`src/gadc_params.svh`:
```
// Register offsets, field positions, reset values and timing counts of the converter sequencer
`ifndef GADC_PARAMS_SVH
`define GADC_PARAMS_SVH
`define GADC_OFF_SW_SEL      5'h0
`define GADC_OFF_CTRL1       5'h1
`define GADC_OFF_INT3_STAT   5'h2
`define GADC_OFF_THIRD_INTERRUPT_MASK   5'h3
`define GADC_OFF_SWRES_HI    5'h4
`define GADC_OFF_SWRES_LO    5'h5
`define GADC_OFF_AUTO_SEL    5'h6
`define GADC_OFF_AUTO_CTRL   5'h7
`define GADC_OFF_THR0_HI     5'h8
`define GADC_OFF_THR0_LO     5'h9
`define GADC_OFF_THR1_HI     5'ha
`define GADC_OFF_THR1_LO     5'hb
`define GADC_OFF_AUTO0_HI    5'hc
`define GADC_OFF_AUTO0_LO    5'hd
`define GADC_OFF_AUTO1_HI    5'he
`define GADC_OFF_AUTO1_LO    5'hf
`define GADC_OFF_SWRES1_HI   5'h10
`define GADC_OFF_SWRES1_LO   5'h11
`define GADC_OFF_SWITCH_OFF_DELAY   5'h12
// Software selection fields
`define GADC_SW_EN_BIT       7
`define GADC_SW_START0_BIT   4
`define GADC_SW_START1_BIT   5
// Control one fields
`define GADC_FORCE_BIT       1
// Interrupt status/mask bits
`define GADC_INT_EOC0        0
`define GADC_INT_EOC1        1
`define GADC_INT_AUTO0       2
`define GADC_INT_AUTO1       3
`define GADC_MASK_RESET      8'h0f
// Automatic control fields
`define GADC_AUTO_EN0_BIT    4
`define GADC_AUTO_EN1_BIT    5
`define GADC_SHDN0_BIT       6
`define GADC_SHDN1_BIT       7
// Threshold high: polarity bit
`define GADC_POL_BIT         7
// Timing
`define GADC_CLK_HZ          20000000
`define GADC_CONV_TIME_NS    1000
`define GADC_CONV_CYC        ((`GADC_CONV_TIME_NS * 20 + 999) / 1000)
`define GADC_PWRUP_CYC       4
`define GADC_RATE_UNIT_CYC   16'd20000
`define GADC_SWOFF_UNIT_CYC  16'd20000
`endif

```
`src/gadc_pkg.sv`:
```
// Types shared by the converter sequencer
package gadc_pkg;
    typedef enum logic [3:0] {
        GADC_IDLE  = 4'b0001,
        GADC_PWRUP = 4'b0010,
        GADC_CONV  = 4'b0100,
        GADC_DONE  = 4'b1000
    } gadc_state_e;

    typedef struct packed {
        logic [3:0] chan;
        logic       slot;
        logic       is_auto;
    } gadc_job_s;

    typedef struct packed {
        logic        pol;
        logic [11:0] level;
    } gadc_thr_s;
endpackage

```
`src/gadc_sequencer.sv`:
```
// General converter conversion sequencer with Avalon-MM register slave
`timescale 1ns/1ps
`include "gadc_params.svh"

// Notes on behaviour
// - Software conversion uses host-selected channel
// - Converter powers per request, or forced on
// - End-of-conversion interrupt gated by mask bit
// - Start bit launches one conversion, sets flag
// - Result twelve bits, split high/low registers
// - Automatic slot converts its selected channel
// - Counter field sets automatic repetition rate
// - Automatic result compared with threshold pair
// - Polarity bit selects above or below
// - Shutdown enable makes threshold request shutdown
// - Automatic runs only when enabled; masked interrupt
// - Threshold crossing sets automatic threshold flag
// - Automatic results stored in dedicated registers
// - Shutdown after delay unless flag cleared
// - Second slot mirrors the first slot
module gadc_sequencer
    import gadc_pkg::*;
(
    // Clock and reset
    input  wire logic        clk,
    input  wire logic        srst,
    // Avalon-MM slave
    input  wire logic [4:0]  avs_address,
    input  wire logic        avs_read,
    input  wire logic        avs_write,
    input  wire logic [31:0] avs_writedata,
    input  wire logic [3:0]  avs_byteenable,
    output logic [31:0]      avs_readdata,
    output logic             avs_waitrequest,
    // Analogue converter core
    output logic             adc_power_on,
    output logic             adc_sample,
    output logic [3:0]       adc_channel,
    input  wire logic [11:0] adc_code,
    // System
    output logic             irq,
    output logic             shutdown_req
);

    // Registers
    logic [7:0]  sw_sel_q;
    logic [7:0]  ctrl1_q;
    logic [7:0]  auto_sel_q;
    logic [7:0]  auto_ctrl_q;
    logic [7:0]  mask_q;
    logic [3:0]  stat_q;
    logic [7:0]  thr_hi_q [2];
    logic [7:0]  thr_lo_q [2];
    logic [11:0] sw_res_q [2];
    logic [11:0] auto_res_q [2];
    logic [7:0]  switch_off_delay_q;

    // Sequencer state
    gadc_state_e state_q;
    gadc_job_s   job_q;
    logic [1:0]  sw_pend_q;
    logic [1:0]  auto_pend_q;
    logic [15:0] unit_cnt_q;
    logic [3:0]  rate_cnt_q;
    logic [15:0] cyc_cnt_q;
    logic [11:0] code_sync1_q;
    logic [11:0] code_sync2_q;
    logic [1:0]  shdn_arm_q;
    logic [15:0] off_unit_q;
    logic [7:0]  off_cnt_q;

    // Bus decode, event and tick strobes
    logic        wr_stb;
    logic        rd_stb;
    logic        rd_busy_q;
    logic [3:0]  set_ev;
    logic [3:0]  clr_ev;
    logic        job_done;
    logic        thr_hit;
    logic        tick;

    // Threshold check with selectable polarity
    function automatic logic thr_cross(input logic [11:0] code, input gadc_thr_s t);
        thr_cross = t.pol ? (code < t.level) : (code > t.level);
    endfunction

    function automatic gadc_thr_s thr_of(input logic [7:0] hi, input logic [7:0] lo);
        thr_of.pol   = hi[`GADC_POL_BIT];
        thr_of.level = {hi[3:0], lo};
    endfunction

    // Writes land only at the edge where waitrequest is low; reads answer a cycle later
    assign wr_stb = avs_write && avs_byteenable[0] && !avs_waitrequest;
    assign rd_stb = avs_read && !rd_busy_q;

    always_ff @(posedge clk)
    begin
        if (srst)
        begin
            rd_busy_q       <= 1'b0;
            avs_waitrequest <= 1'b1;
        end
        else
        begin
            rd_busy_q       <= rd_stb;
            // Waitrequest low in the cycle after a read is seen, and on writes
            avs_waitrequest <= !(rd_stb || (avs_write && !rd_busy_q && avs_waitrequest));
        end
    end

    // Read data mux, unmapped offsets read zero
    always_ff @(posedge clk)
    begin
        if (srst)
            avs_readdata <= 32'h0;
        else if (rd_stb)
        begin
            avs_readdata <= 32'h0;
            case (avs_address)
                `GADC_OFF_SW_SEL:    avs_readdata[7:0] <= {sw_sel_q[7:6], 2'b00, sw_sel_q[3:0]};
                `GADC_OFF_CTRL1:     avs_readdata[7:0] <= ctrl1_q;
                `GADC_OFF_INT3_STAT: avs_readdata[3:0] <= stat_q;
                `GADC_OFF_THIRD_INTERRUPT_MASK: avs_readdata[7:0] <= mask_q;
                `GADC_OFF_SWRES_HI:  avs_readdata[3:0] <= sw_res_q[0][11:8];
                `GADC_OFF_SWRES_LO:  avs_readdata[7:0] <= sw_res_q[0][7:0];
                `GADC_OFF_AUTO_SEL:  avs_readdata[7:0] <= auto_sel_q;
                `GADC_OFF_AUTO_CTRL: avs_readdata[7:0] <= auto_ctrl_q;
                `GADC_OFF_THR0_HI:   avs_readdata[7:0] <= thr_hi_q[0];
                `GADC_OFF_THR0_LO:   avs_readdata[7:0] <= thr_lo_q[0];
                `GADC_OFF_THR1_HI:   avs_readdata[7:0] <= thr_hi_q[1];
                `GADC_OFF_THR1_LO:   avs_readdata[7:0] <= thr_lo_q[1];
                `GADC_OFF_AUTO0_HI:  avs_readdata[3:0] <= auto_res_q[0][11:8];
                `GADC_OFF_AUTO0_LO:  avs_readdata[7:0] <= auto_res_q[0][7:0];
                `GADC_OFF_AUTO1_HI:  avs_readdata[3:0] <= auto_res_q[1][11:8];
                `GADC_OFF_AUTO1_LO:  avs_readdata[7:0] <= auto_res_q[1][7:0];
                `GADC_OFF_SWRES1_HI: avs_readdata[3:0] <= sw_res_q[1][11:8];
                `GADC_OFF_SWRES1_LO: avs_readdata[7:0] <= sw_res_q[1][7:0];
                `GADC_OFF_SWITCH_OFF_DELAY: avs_readdata[7:0] <= switch_off_delay_q;
                default:             avs_readdata <= 32'h0;
            endcase
        end
    end

    // Plain configuration registers
    always_ff @(posedge clk)
    begin
        if (srst)
        begin
            sw_sel_q    <= 8'h00;
            ctrl1_q     <= 8'h00;
            auto_sel_q  <= 8'h00;
            auto_ctrl_q <= 8'h00;
            mask_q      <= `GADC_MASK_RESET;
            thr_hi_q[0] <= 8'h00;
            thr_lo_q[0] <= 8'h00;
            thr_hi_q[1] <= 8'h00;
            thr_lo_q[1] <= 8'h00;
            switch_off_delay_q <= 8'h01;
        end
        else if (wr_stb)
        begin
            case (avs_address)
                `GADC_OFF_SW_SEL:    sw_sel_q    <= {avs_writedata[7:6], 2'b00, avs_writedata[3:0]};
                `GADC_OFF_CTRL1:     ctrl1_q     <= avs_writedata[7:0];
                `GADC_OFF_THIRD_INTERRUPT_MASK: mask_q      <= avs_writedata[7:0];
                `GADC_OFF_AUTO_SEL:  auto_sel_q  <= avs_writedata[7:0];
                `GADC_OFF_AUTO_CTRL: auto_ctrl_q <= avs_writedata[7:0];
                `GADC_OFF_THR0_HI:   thr_hi_q[0] <= avs_writedata[7:0];
                `GADC_OFF_THR0_LO:   thr_lo_q[0] <= avs_writedata[7:0];
                `GADC_OFF_THR1_HI:   thr_hi_q[1] <= avs_writedata[7:0];
                `GADC_OFF_THR1_LO:   thr_lo_q[1] <= avs_writedata[7:0];
                `GADC_OFF_SWITCH_OFF_DELAY: switch_off_delay_q <= avs_writedata[7:0];
                default:             ;
            endcase
        end
    end

    // Start bits are self-clearing pulses; only honoured with software mode on
    always_ff @(posedge clk)
    begin
        if (srst)
            sw_pend_q <= 2'b00;
        else
        begin
            if (job_done && !job_q.is_auto)
                sw_pend_q[job_q.slot] <= 1'b0;
            if (wr_stb && avs_address == `GADC_OFF_SW_SEL && avs_writedata[`GADC_SW_EN_BIT])
            begin
                if (avs_writedata[`GADC_SW_START0_BIT])
                    sw_pend_q[0] <= 1'b1;
                if (avs_writedata[`GADC_SW_START1_BIT])
                    sw_pend_q[1] <= 1'b1;
            end
        end
    end

    // Rate base tick and repetition counter for automatic slots
    assign tick = (unit_cnt_q == `GADC_RATE_UNIT_CYC - 16'd1);

    always_ff @(posedge clk)
    begin
        if (srst)
        begin
            unit_cnt_q  <= 16'h0;
            rate_cnt_q  <= 4'h0;
            auto_pend_q <= 2'b00;
        end
        else
        begin
            unit_cnt_q <= tick ? 16'h0 : unit_cnt_q + 16'h1;
            if (job_done && job_q.is_auto)
                auto_pend_q[job_q.slot] <= 1'b0;
            if (tick)
            begin
                if (rate_cnt_q >= auto_ctrl_q[3:0])
                begin
                    rate_cnt_q  <= 4'h0;
                    // Only enabled slots request a conversion
                    auto_pend_q <= auto_pend_q |
                                   {auto_ctrl_q[`GADC_AUTO_EN1_BIT], auto_ctrl_q[`GADC_AUTO_EN0_BIT]};
                end
                else
                    rate_cnt_q <= rate_cnt_q + 4'h1;
            end
        end
    end

    // Converter code comes from the analogue core: two-stage sync
    always_ff @(posedge clk)
    begin
        if (srst)
        begin
            code_sync1_q <= 12'h0;
            code_sync2_q <= 12'h0;
        end
        else
        begin
            code_sync1_q <= adc_code;
            code_sync2_q <= code_sync1_q;
        end
    end

    assign job_done = (state_q == GADC_DONE);

    // Conversion sequencer; software requests win over automatic ones
    always_ff @(posedge clk)
    begin
        if (srst)
        begin
            state_q      <= GADC_IDLE;
            job_q        <= '0;
            cyc_cnt_q    <= 16'h0;
            adc_power_on <= 1'b0;
            adc_sample   <= 1'b0;
            adc_channel  <= 4'h0;
        end
        else
        begin
            case (state_q)
                GADC_IDLE:
                begin
                    adc_sample   <= 1'b0;
                    adc_power_on <= ctrl1_q[`GADC_FORCE_BIT];
                    if (sw_pend_q != 2'b00 || auto_pend_q != 2'b00)
                    begin
                        if (sw_pend_q[0])
                            job_q <= '{chan: sw_sel_q[3:0], slot: 1'b0, is_auto: 1'b0};
                        else if (sw_pend_q[1])
                            job_q <= '{chan: sw_sel_q[3:0], slot: 1'b1, is_auto: 1'b0};
                        else if (auto_pend_q[0])
                            job_q <= '{chan: auto_sel_q[3:0], slot: 1'b0, is_auto: 1'b1};
                        else
                            job_q <= '{chan: auto_sel_q[7:4], slot: 1'b1, is_auto: 1'b1};
                        adc_power_on <= 1'b1;
                        cyc_cnt_q    <= ctrl1_q[`GADC_FORCE_BIT] ? 16'h0 : 16'(`GADC_PWRUP_CYC);
                        state_q      <= GADC_PWRUP;
                    end
                end
                GADC_PWRUP:
                begin
                    adc_channel <= job_q.chan;
                    if (cyc_cnt_q == 16'h0)
                    begin
                        adc_sample <= 1'b1;
                        cyc_cnt_q  <= 16'(`GADC_CONV_CYC);
                        state_q    <= GADC_CONV;
                    end
                    else
                        cyc_cnt_q <= cyc_cnt_q - 16'h1;
                end
                GADC_CONV:
                begin
                    adc_sample <= 1'b0;
                    if (cyc_cnt_q == 16'h0)
                        state_q <= GADC_DONE;
                    else
                        cyc_cnt_q <= cyc_cnt_q - 16'h1;
                end
                GADC_DONE:
                    state_q <= GADC_IDLE;
                default:
                    state_q <= GADC_IDLE;
            endcase
        end
    end

    // Result capture
    always_ff @(posedge clk)
    begin
        if (srst)
        begin
            sw_res_q[0]   <= 12'h0;
            sw_res_q[1]   <= 12'h0;
            auto_res_q[0] <= 12'h0;
            auto_res_q[1] <= 12'h0;
        end
        else if (job_done)
        begin
            if (job_q.is_auto)
                auto_res_q[job_q.slot] <= code_sync2_q;
            else
                sw_res_q[job_q.slot] <= code_sync2_q;
        end
    end

    // Events and write-one-to-clear; a new event wins over the clear
    assign thr_hit = job_done && job_q.is_auto &&
                     thr_cross(code_sync2_q, thr_of(thr_hi_q[job_q.slot], thr_lo_q[job_q.slot]));
    always_comb
    begin
        set_ev = 4'h0;
        if (job_done && !job_q.is_auto)
            set_ev[`GADC_INT_EOC0 + {31'h0, job_q.slot}] = 1'b1;
        if (thr_hit)
            set_ev[`GADC_INT_AUTO0 + {31'h0, job_q.slot}] = 1'b1;
    end
    assign clr_ev = (wr_stb && avs_address == `GADC_OFF_INT3_STAT) ? avs_writedata[3:0] : 4'h0;

    always_ff @(posedge clk)
    begin
        if (srst)
            stat_q <= 4'h0;
        else
            stat_q <= (stat_q & ~clr_ev) | set_ev;
    end

    // Interrupt level from unmasked flags
    always_ff @(posedge clk)
    begin
        if (srst)
            irq <= 1'b0;
        else
            irq <= |(stat_q & ~mask_q[3:0]);
    end

    // Delayed shutdown: armed by threshold event, aborted once the flag clears
    always_ff @(posedge clk)
    begin
        if (srst)
        begin
            shdn_arm_q   <= 2'b00;
            off_unit_q   <= 16'h0;
            off_cnt_q    <= 8'h0;
            shutdown_req <= 1'b0;
        end
        else
        begin
            if (thr_hit && auto_ctrl_q[`GADC_SHDN0_BIT + {31'h0, job_q.slot}] && shdn_arm_q == 2'b00)
            begin
                shdn_arm_q[job_q.slot] <= 1'b1;
                off_unit_q <= 16'h0;
                off_cnt_q  <= 8'h0;
            end
            else if (shdn_arm_q != 2'b00)
            begin
                if (!(stat_q[`GADC_INT_AUTO0] && shdn_arm_q[0]) &&
                    !(stat_q[`GADC_INT_AUTO1] && shdn_arm_q[1]))
                    shdn_arm_q <= 2'b00;
                else if (off_unit_q == `GADC_SWOFF_UNIT_CYC - 16'd1)
                begin
                    off_unit_q <= 16'h0;
                    if (off_cnt_q >= switch_off_delay_q)
                        shutdown_req <= 1'b1;
                    else
                        off_cnt_q <= off_cnt_q + 8'h1;
                end
                else
                    off_unit_q <= off_unit_q + 16'h1;
            end
        end
    end

endmodule // gadc_sequencer

```
`config.mk`:
```
export PLATFORM = sky130hd
export DESIGN_NAME = gadc_sequencer
export DESIGN_NICKNAME = d
export VERILOG_FILES = /design/src/gadc_pkg.sv /design/src/gadc_sequencer.sv
export VERILOG_INCLUDE_DIRS = /design/src
export SDC_FILE = /design/constraint.sdc
export NUM_CORES = 1
export LEC_CHECK = 0
export BUFFER_PORTS_ARGS = -buffer_cell sky130_fd_sc_hd__buf_2
export CORE_MARGIN = 1
export CORE_UTILIZATION = 45
export DETAILED_ROUTE_END_ITERATION = 7
export GPL_ROUTABILITY_DRIVEN = 0
export GPL_TIMING_DRIVEN = 0
export SYNTH_ARGS = -nofsm -noshare
export SYNTH_HDL_FRONTEND = slang
export SYNTH_SLANG_ARGS = --single-unit
export TNS_END_PERCENT = 5
```
`constraint.sdc`:
```
create_clock -name clk -period 3.5 [get_ports clk]
set_input_delay 0 -clock clk [delete_from_list [all_inputs] [get_ports clk]]
set_output_delay 0 -clock clk [all_outputs]
set_load 0.05 [all_outputs]
```
# ---- Word-level counts from Yosys, hierarchy flattened
# Memory sizes are Yosys's and may differ from the RTL's. A register that Yosys moved wholly into a read port is not among the register bits.
# Index checks and enable logic that the tools add are counted.
dict set report classes {
  add_sub_neg 7
  n_lt_le_gt_ge 11
  n_eq_ne 28
  n_mux 81
  n_bitwise 18
  n_reduce_logical 57
}
# cell n
set op_table {}
lappend op_table {{4-bit case mux with 19 select lines} 1}
lappend op_table {{16-bit two-way mux} 4}
lappend op_table {{4-bit case mux with 14 select lines} 1}
lappend op_table {{16-bit case mux with 3 select lines} 1}
lappend op_table {{1-bit two-way mux} 43}
lappend op_table {{5-bit by 4-bit equality test with 1-bit output, second input constant} 8}
lappend op_table {{16-bit by 1-bit adder with 16-bit output, second input constant} 2}
lappend op_table {{16-bit by 15-bit equality test with 1-bit output, second input constant} 2}
lappend op_table {{8-bit two-way mux} 4}
lappend op_table {{12-bit two-way mux} 2}
lappend op_table {{4-bit two-way mux} 6}
lappend op_table {{12-bit OR reduction} 2}
lappend op_table {{5-bit by 3-bit equality test with 1-bit output, second input constant} 4}
lappend op_table {{2-bit AND reduction} 10}
lappend op_table {{1-bit logical AND} 19}
lappend op_table {{2-bit two-way mux} 9}
lappend op_table {{6-bit two-way mux} 3}
lappend op_table {{16-bit zero test} 1}
lappend op_table {{16-bit by 1-bit subtractor with 16-bit output, second input constant} 1}
lappend op_table {{5-bit equality test, second input constant} 3}
lappend op_table {{12-bit greater-than comparator} 1}
lappend op_table {{12-bit less-than comparator} 1}
lappend op_table {{4-bit case mux with 3 select lines} 1}
lappend op_table {{2-bit nonzero test} 6}
lappend op_table {{other kinds (42)} 67}
dict set report totals {
  reg_bits 168
  ramBits 80
  inputBits 57
  output_inout_bits 41
  elab_cells 235
  mem_count 4
}
# name words width read_ports rd_clocked_by_memory_dff write_ports line_no
set mem_list {}
lappend mem_list {auto_res_q 2 12 2 0 2 gadc_sequencer.sv:55} ;# logic [11:0] auto_res_q [2];
lappend mem_list {sw_res_q 2 12 2 0 2 gadc_sequencer.sv:54} ;# logic [11:0] sw_res_q [2];
lappend mem_list {thr_hi_q 2 8 3 1 2 gadc_sequencer.sv:52} ;# logic [7:0] thr_hi_q [2];
lappend mem_list {thr_lo_q 2 8 3 1 2 gadc_sequencer.sv:53} ;# logic [7:0] thr_lo_q [2];

# ---- Longest topological paths before layout
dict set report depth {
  ltp_word 9
  ltp_mapped 11
  depth_no_buf 8
}

# ---- Least setup slack after synthesis
# OpenSTA, ideal clock, no wires.
dict set report synth_path {
  path_kind {register -> register}
  from {reg (tool-made name)}
  to {reg off_cnt_q[4]}
  setup_ps 115
  t_arrival_ps 2762
  required_ps 3385
  slack_ps 623
  stages_incl_launch_ff 12
  n_path_buf 3
  synth_period_minus_slack_ps 2877
  cell_sequence {dfxtp_1 clkbuf_1 buf_1 mux2i_1 ha_1 a21o_1 a21oi_1 nor2b_1 nor4_4 mux2i_4 buf_4 nor2_1}
}
# item line_no
set synth_lines {}
lappend synth_lines {{to (signal assigned)} gadc_sequencer.sv:385} ;# off_cnt_q <= off_cnt_q + 8'h1;
lappend synth_lines {{to (decl)} gadc_sequencer.sv:70} ;# logic [7:0] off_cnt_q;

==> results.md <==
* Tightest Pin Transition at 1180 ps
* Buf/Inv on CP at 3
* Post-synth top flop: dfxtp_1
* P_sw at 1.49 mW
* Synth unique cells at 75
* Antenna violations before repair at 0
* First-pass GRT wire length at 51,200 um
* Vias per cell at 5.62
* Clk pwr share at 44.7%
* Synth Cell Area at 0.0117 mm2
* Antenna diodes at 0
* Wire length on met3 at 2770 um
* Clock transition at path regs at 60 ps
* Area Growth Syn to Fin at 15.8%
* Critical path launch point type: register
* Synthesized area per cell at 9.66 um2
* Final nets at 1,414
* Die width at 163 um
* Root Buffer: clkbuf_16
* Most numerous cell in the Yosys netlist: dfxtp_1
* Fin util at 53.3%
* Synth top area share at 29.0%
* Metal2 WL at 14,800 um
* Num ports at 98
* HP Start: avs_byteenable[0]
* Leakage at 5.10 nW
* Starting Density at 46.1%
* Sequential share of the synthesized area at 49.6%
* Drt wl/cell at 20.2 um
* Status: complete, no violations
* Max Used Layer: met4
* Final period utilization at 97.5%
* Final Hold Fails at 0
* Clock Path Buffers at 3
* Cell accounting for the most synthesized area: dfxtp_1
* Grt ovf at 0
* # DRC at 0
* DRT antenna net count at 0
* EDFF count, synth at 80
* Die ar. at 0.0266 mm2
* Pre-Repair DR Iteration Count at 6
* GRT Overall Usage at 25.6%
* Syn Inst Count at 1,208
* Post-synthesis async set-or-reset flop share at 0%
* Share of cells above drive strength 1 at 12.3%
* CP Data Required Time at 3930 ps
* Seq pwr share at 48.7%
* Ordered list of cells on the worst path: clkbuf_1, clkbuf_4, mux2i_1, ha_1, nand4_1, or2_2, a21oi_1, nor4_4, mux2i_4, buf_4, nor2_1
* Synth Register Bits at 249
* Switching share of total power at 23.8%
* Crit path largest cell delay at 490 ps
* Clock buffer count from CTS at 27
* CTS tree: yes
* Crit path time final at 3410 ps
* Kind of end point of the critical path: register
* Number of I/O port buffers at 40
* Placed insts at 1,601
* Ys Warns at 0
* Largest net degree at the start of global routing at 14
* Worst-skew pair later-pin latency at 540 ps
* Finished Layout Cells at 1,676
* Final HPWL from detailed placement at 24,400 um
* WHS Endpoint: stat_q[0]
* Max VDD drop at 337 uV
* CP delay by family, top: buffers and inverters
* Die Ht at 163 um
* CP Max Fanout at 10
* Hold crit path type: in -> reg
* Pwr Total at 6.28 mW
* Relative slew slack at 20.7%
* Setup tns final at 0 ps
* Setup violators final at 0
* Reg2reg setup slack at 90 ps
* Clk_skew at 9.45 ps
* Vias in the first global route at 8,755
* Num Clock Sinks at 249
* FMAX at 293 MHz
* FF-to-FF End: off_unit_q[2]
* CP Class: reg -> reg
* Slowest CP cell: mux2i_4
* Slew Viols, Final at 0
* Vias at 9,423
* Gate power share at 6.6%
* Power density over the cells at 465 mW/mm2
* M1 WL at 15,400 um
* Worst path arrival time at 3840 ps
* Max-cap viol count at 0
* P_int at 4.79 mW
* Hold Path Depth at 5
* Final wirelength at 33,800 um
* H-Tree Level Count at 1
* Synth top area cells: dfxtp_1, edfxtp_1, nand2_1
* Post-synth top cells: dfxtp_1, nand2_1, nor2_1
* Worst reg2reg path depth at 11
* Rows at 58
* Min Hold Slack at 132 ps
* Core Area at 0.0253 mm2
* DRT iter0 DRCs at 953
## state kept, by name, indices dropped and copies added (netlist names), 6 cells and up, named ones only
register and flops:
job_q 6, off_cnt_q 8, code_sync2_q 12, cyc_cnt_q 16
auto_res_q 24, sw_sel_q 6, unit_cnt_q 16, code_sync1_q 12
off_unit_q 16, switch_off_delay_q 8, thr_lo_q 16, auto_ctrl_q 8
thr_hi_q 16, ctrl1_q 8, mask_q 8, sw_res_q 24
auto_sel_q 8, avs_readdata 8
## worst max-delay path by stage
stage / from / endpoint / slack, ps / depth (start not counted)
2_1_floorplan: register / off_cnt_q[4] / 620 / 11
3_3_place_gp: register / off_unit_q[6] / -220 / 11
6_report: register / off_unit_q[2] / 90 / 11
3_5_place_dp: register / off_unit_q[2] / -220 / 11
5_1_grt: register / off_unit_q[13] / -6 / 11
4_1_cts: register / off_unit_q[2] / 70 / 11
## tightest hold or removal path: stages
cell     delay, ps
buf_2          100
nand2_1        160
nor4_1         150
nand2_1         90
a31o_2         140
## routing by layer
| layer | vias up | global-route usage [%] |
|---|---|---|
| met5 | - | 0 |
| met3 | 61 | 3.66 |
| li1 | 4461 | - |
| met4 | 0 | 7.56 |
| met2 | 394 | 38.5 |
| met1 | 4507 | 38.0 |
## power by group through the flow
stage          Clock [mW]  Sequential, mW  Combinational [mW]
2_1_floorplan           0            3.12               0.252
3_3_place_gp            0            3.12               0.379
3_5_place_dp            0            3.12               0.382
4_1_cts              2.85            3.06               0.404
5_1_grt              2.96            3.06               0.440
6_report             2.81            3.06               0.414
## stage by stage
stage | cell area [um2] | setup slack (ps)
floorplan | 11800 | 623
global placement | 12400 | -215
detailed placement | 12400 | -215
CTS | 13500 | 66.1
global route | 13500 | -5.88
finish | 13500 | 87.1
## cells in the final DEF, fill, tap and decap left out, drive strengths merged, types with 25 or more instances in the layout
cell / n
edfxtp: 80
nor2b: 34
mux2i: 40
o21ai: 28
nand3: 68
buf: 88
dfxtp: 169
nor3: 32
nor2: 114
inv: 34
and2: 64
clkbuf: 76
a21oi: 64
xor2: 30
dlygate4sd3: 25
ha: 30
nand2: 132
## final cells by class
| cell class | count | area, um2 |
|---|---|---|
| Fill cell | 2308 | 11800 |
| Tap cell | 330 | 413 |
| Inverter | 32 | 120 |
| Timing Repair Buffer | 67 | 465 |
| Clock buffer | 38 | 787 |
| Buffer | 84 | 447 |
| Sequential cell | 249 | 5790 |
| Multi-Input combinational cell | 866 | 5410 |
| Clock inverter | 10 | 86.3 |
## timing repair
item,4_1_cts,5_1_grt
hold buffers,25,0
pin swaps,0,0
setup buffers,0,2
gates resized for setup,1,1
endpoints found under the hold margin,73,0
endpoints found under the setup margin,24,14
## logic make-up (layout without fill, tap and decap cells)
logic type | count (synthesis) | in the layout | share of synthesized area [%]
adders and majority gates | 30 | 30 | 3.22
xor gates and xnor gates | 51 | 51 | 3.83
DFF | 249 | 249 | 49.6
buffers and inverters | 116 | 231 | 4.83
other | 1 | 24 | 0.0321
AOI/OAI and AO/OA | 185 | 185 | 10.7
muxes | 47 | 47 | 4.21
and+or+nand+nor | 529 | 529 | 23.6
No activity file was read; power rests on OpenSTA's default activity.
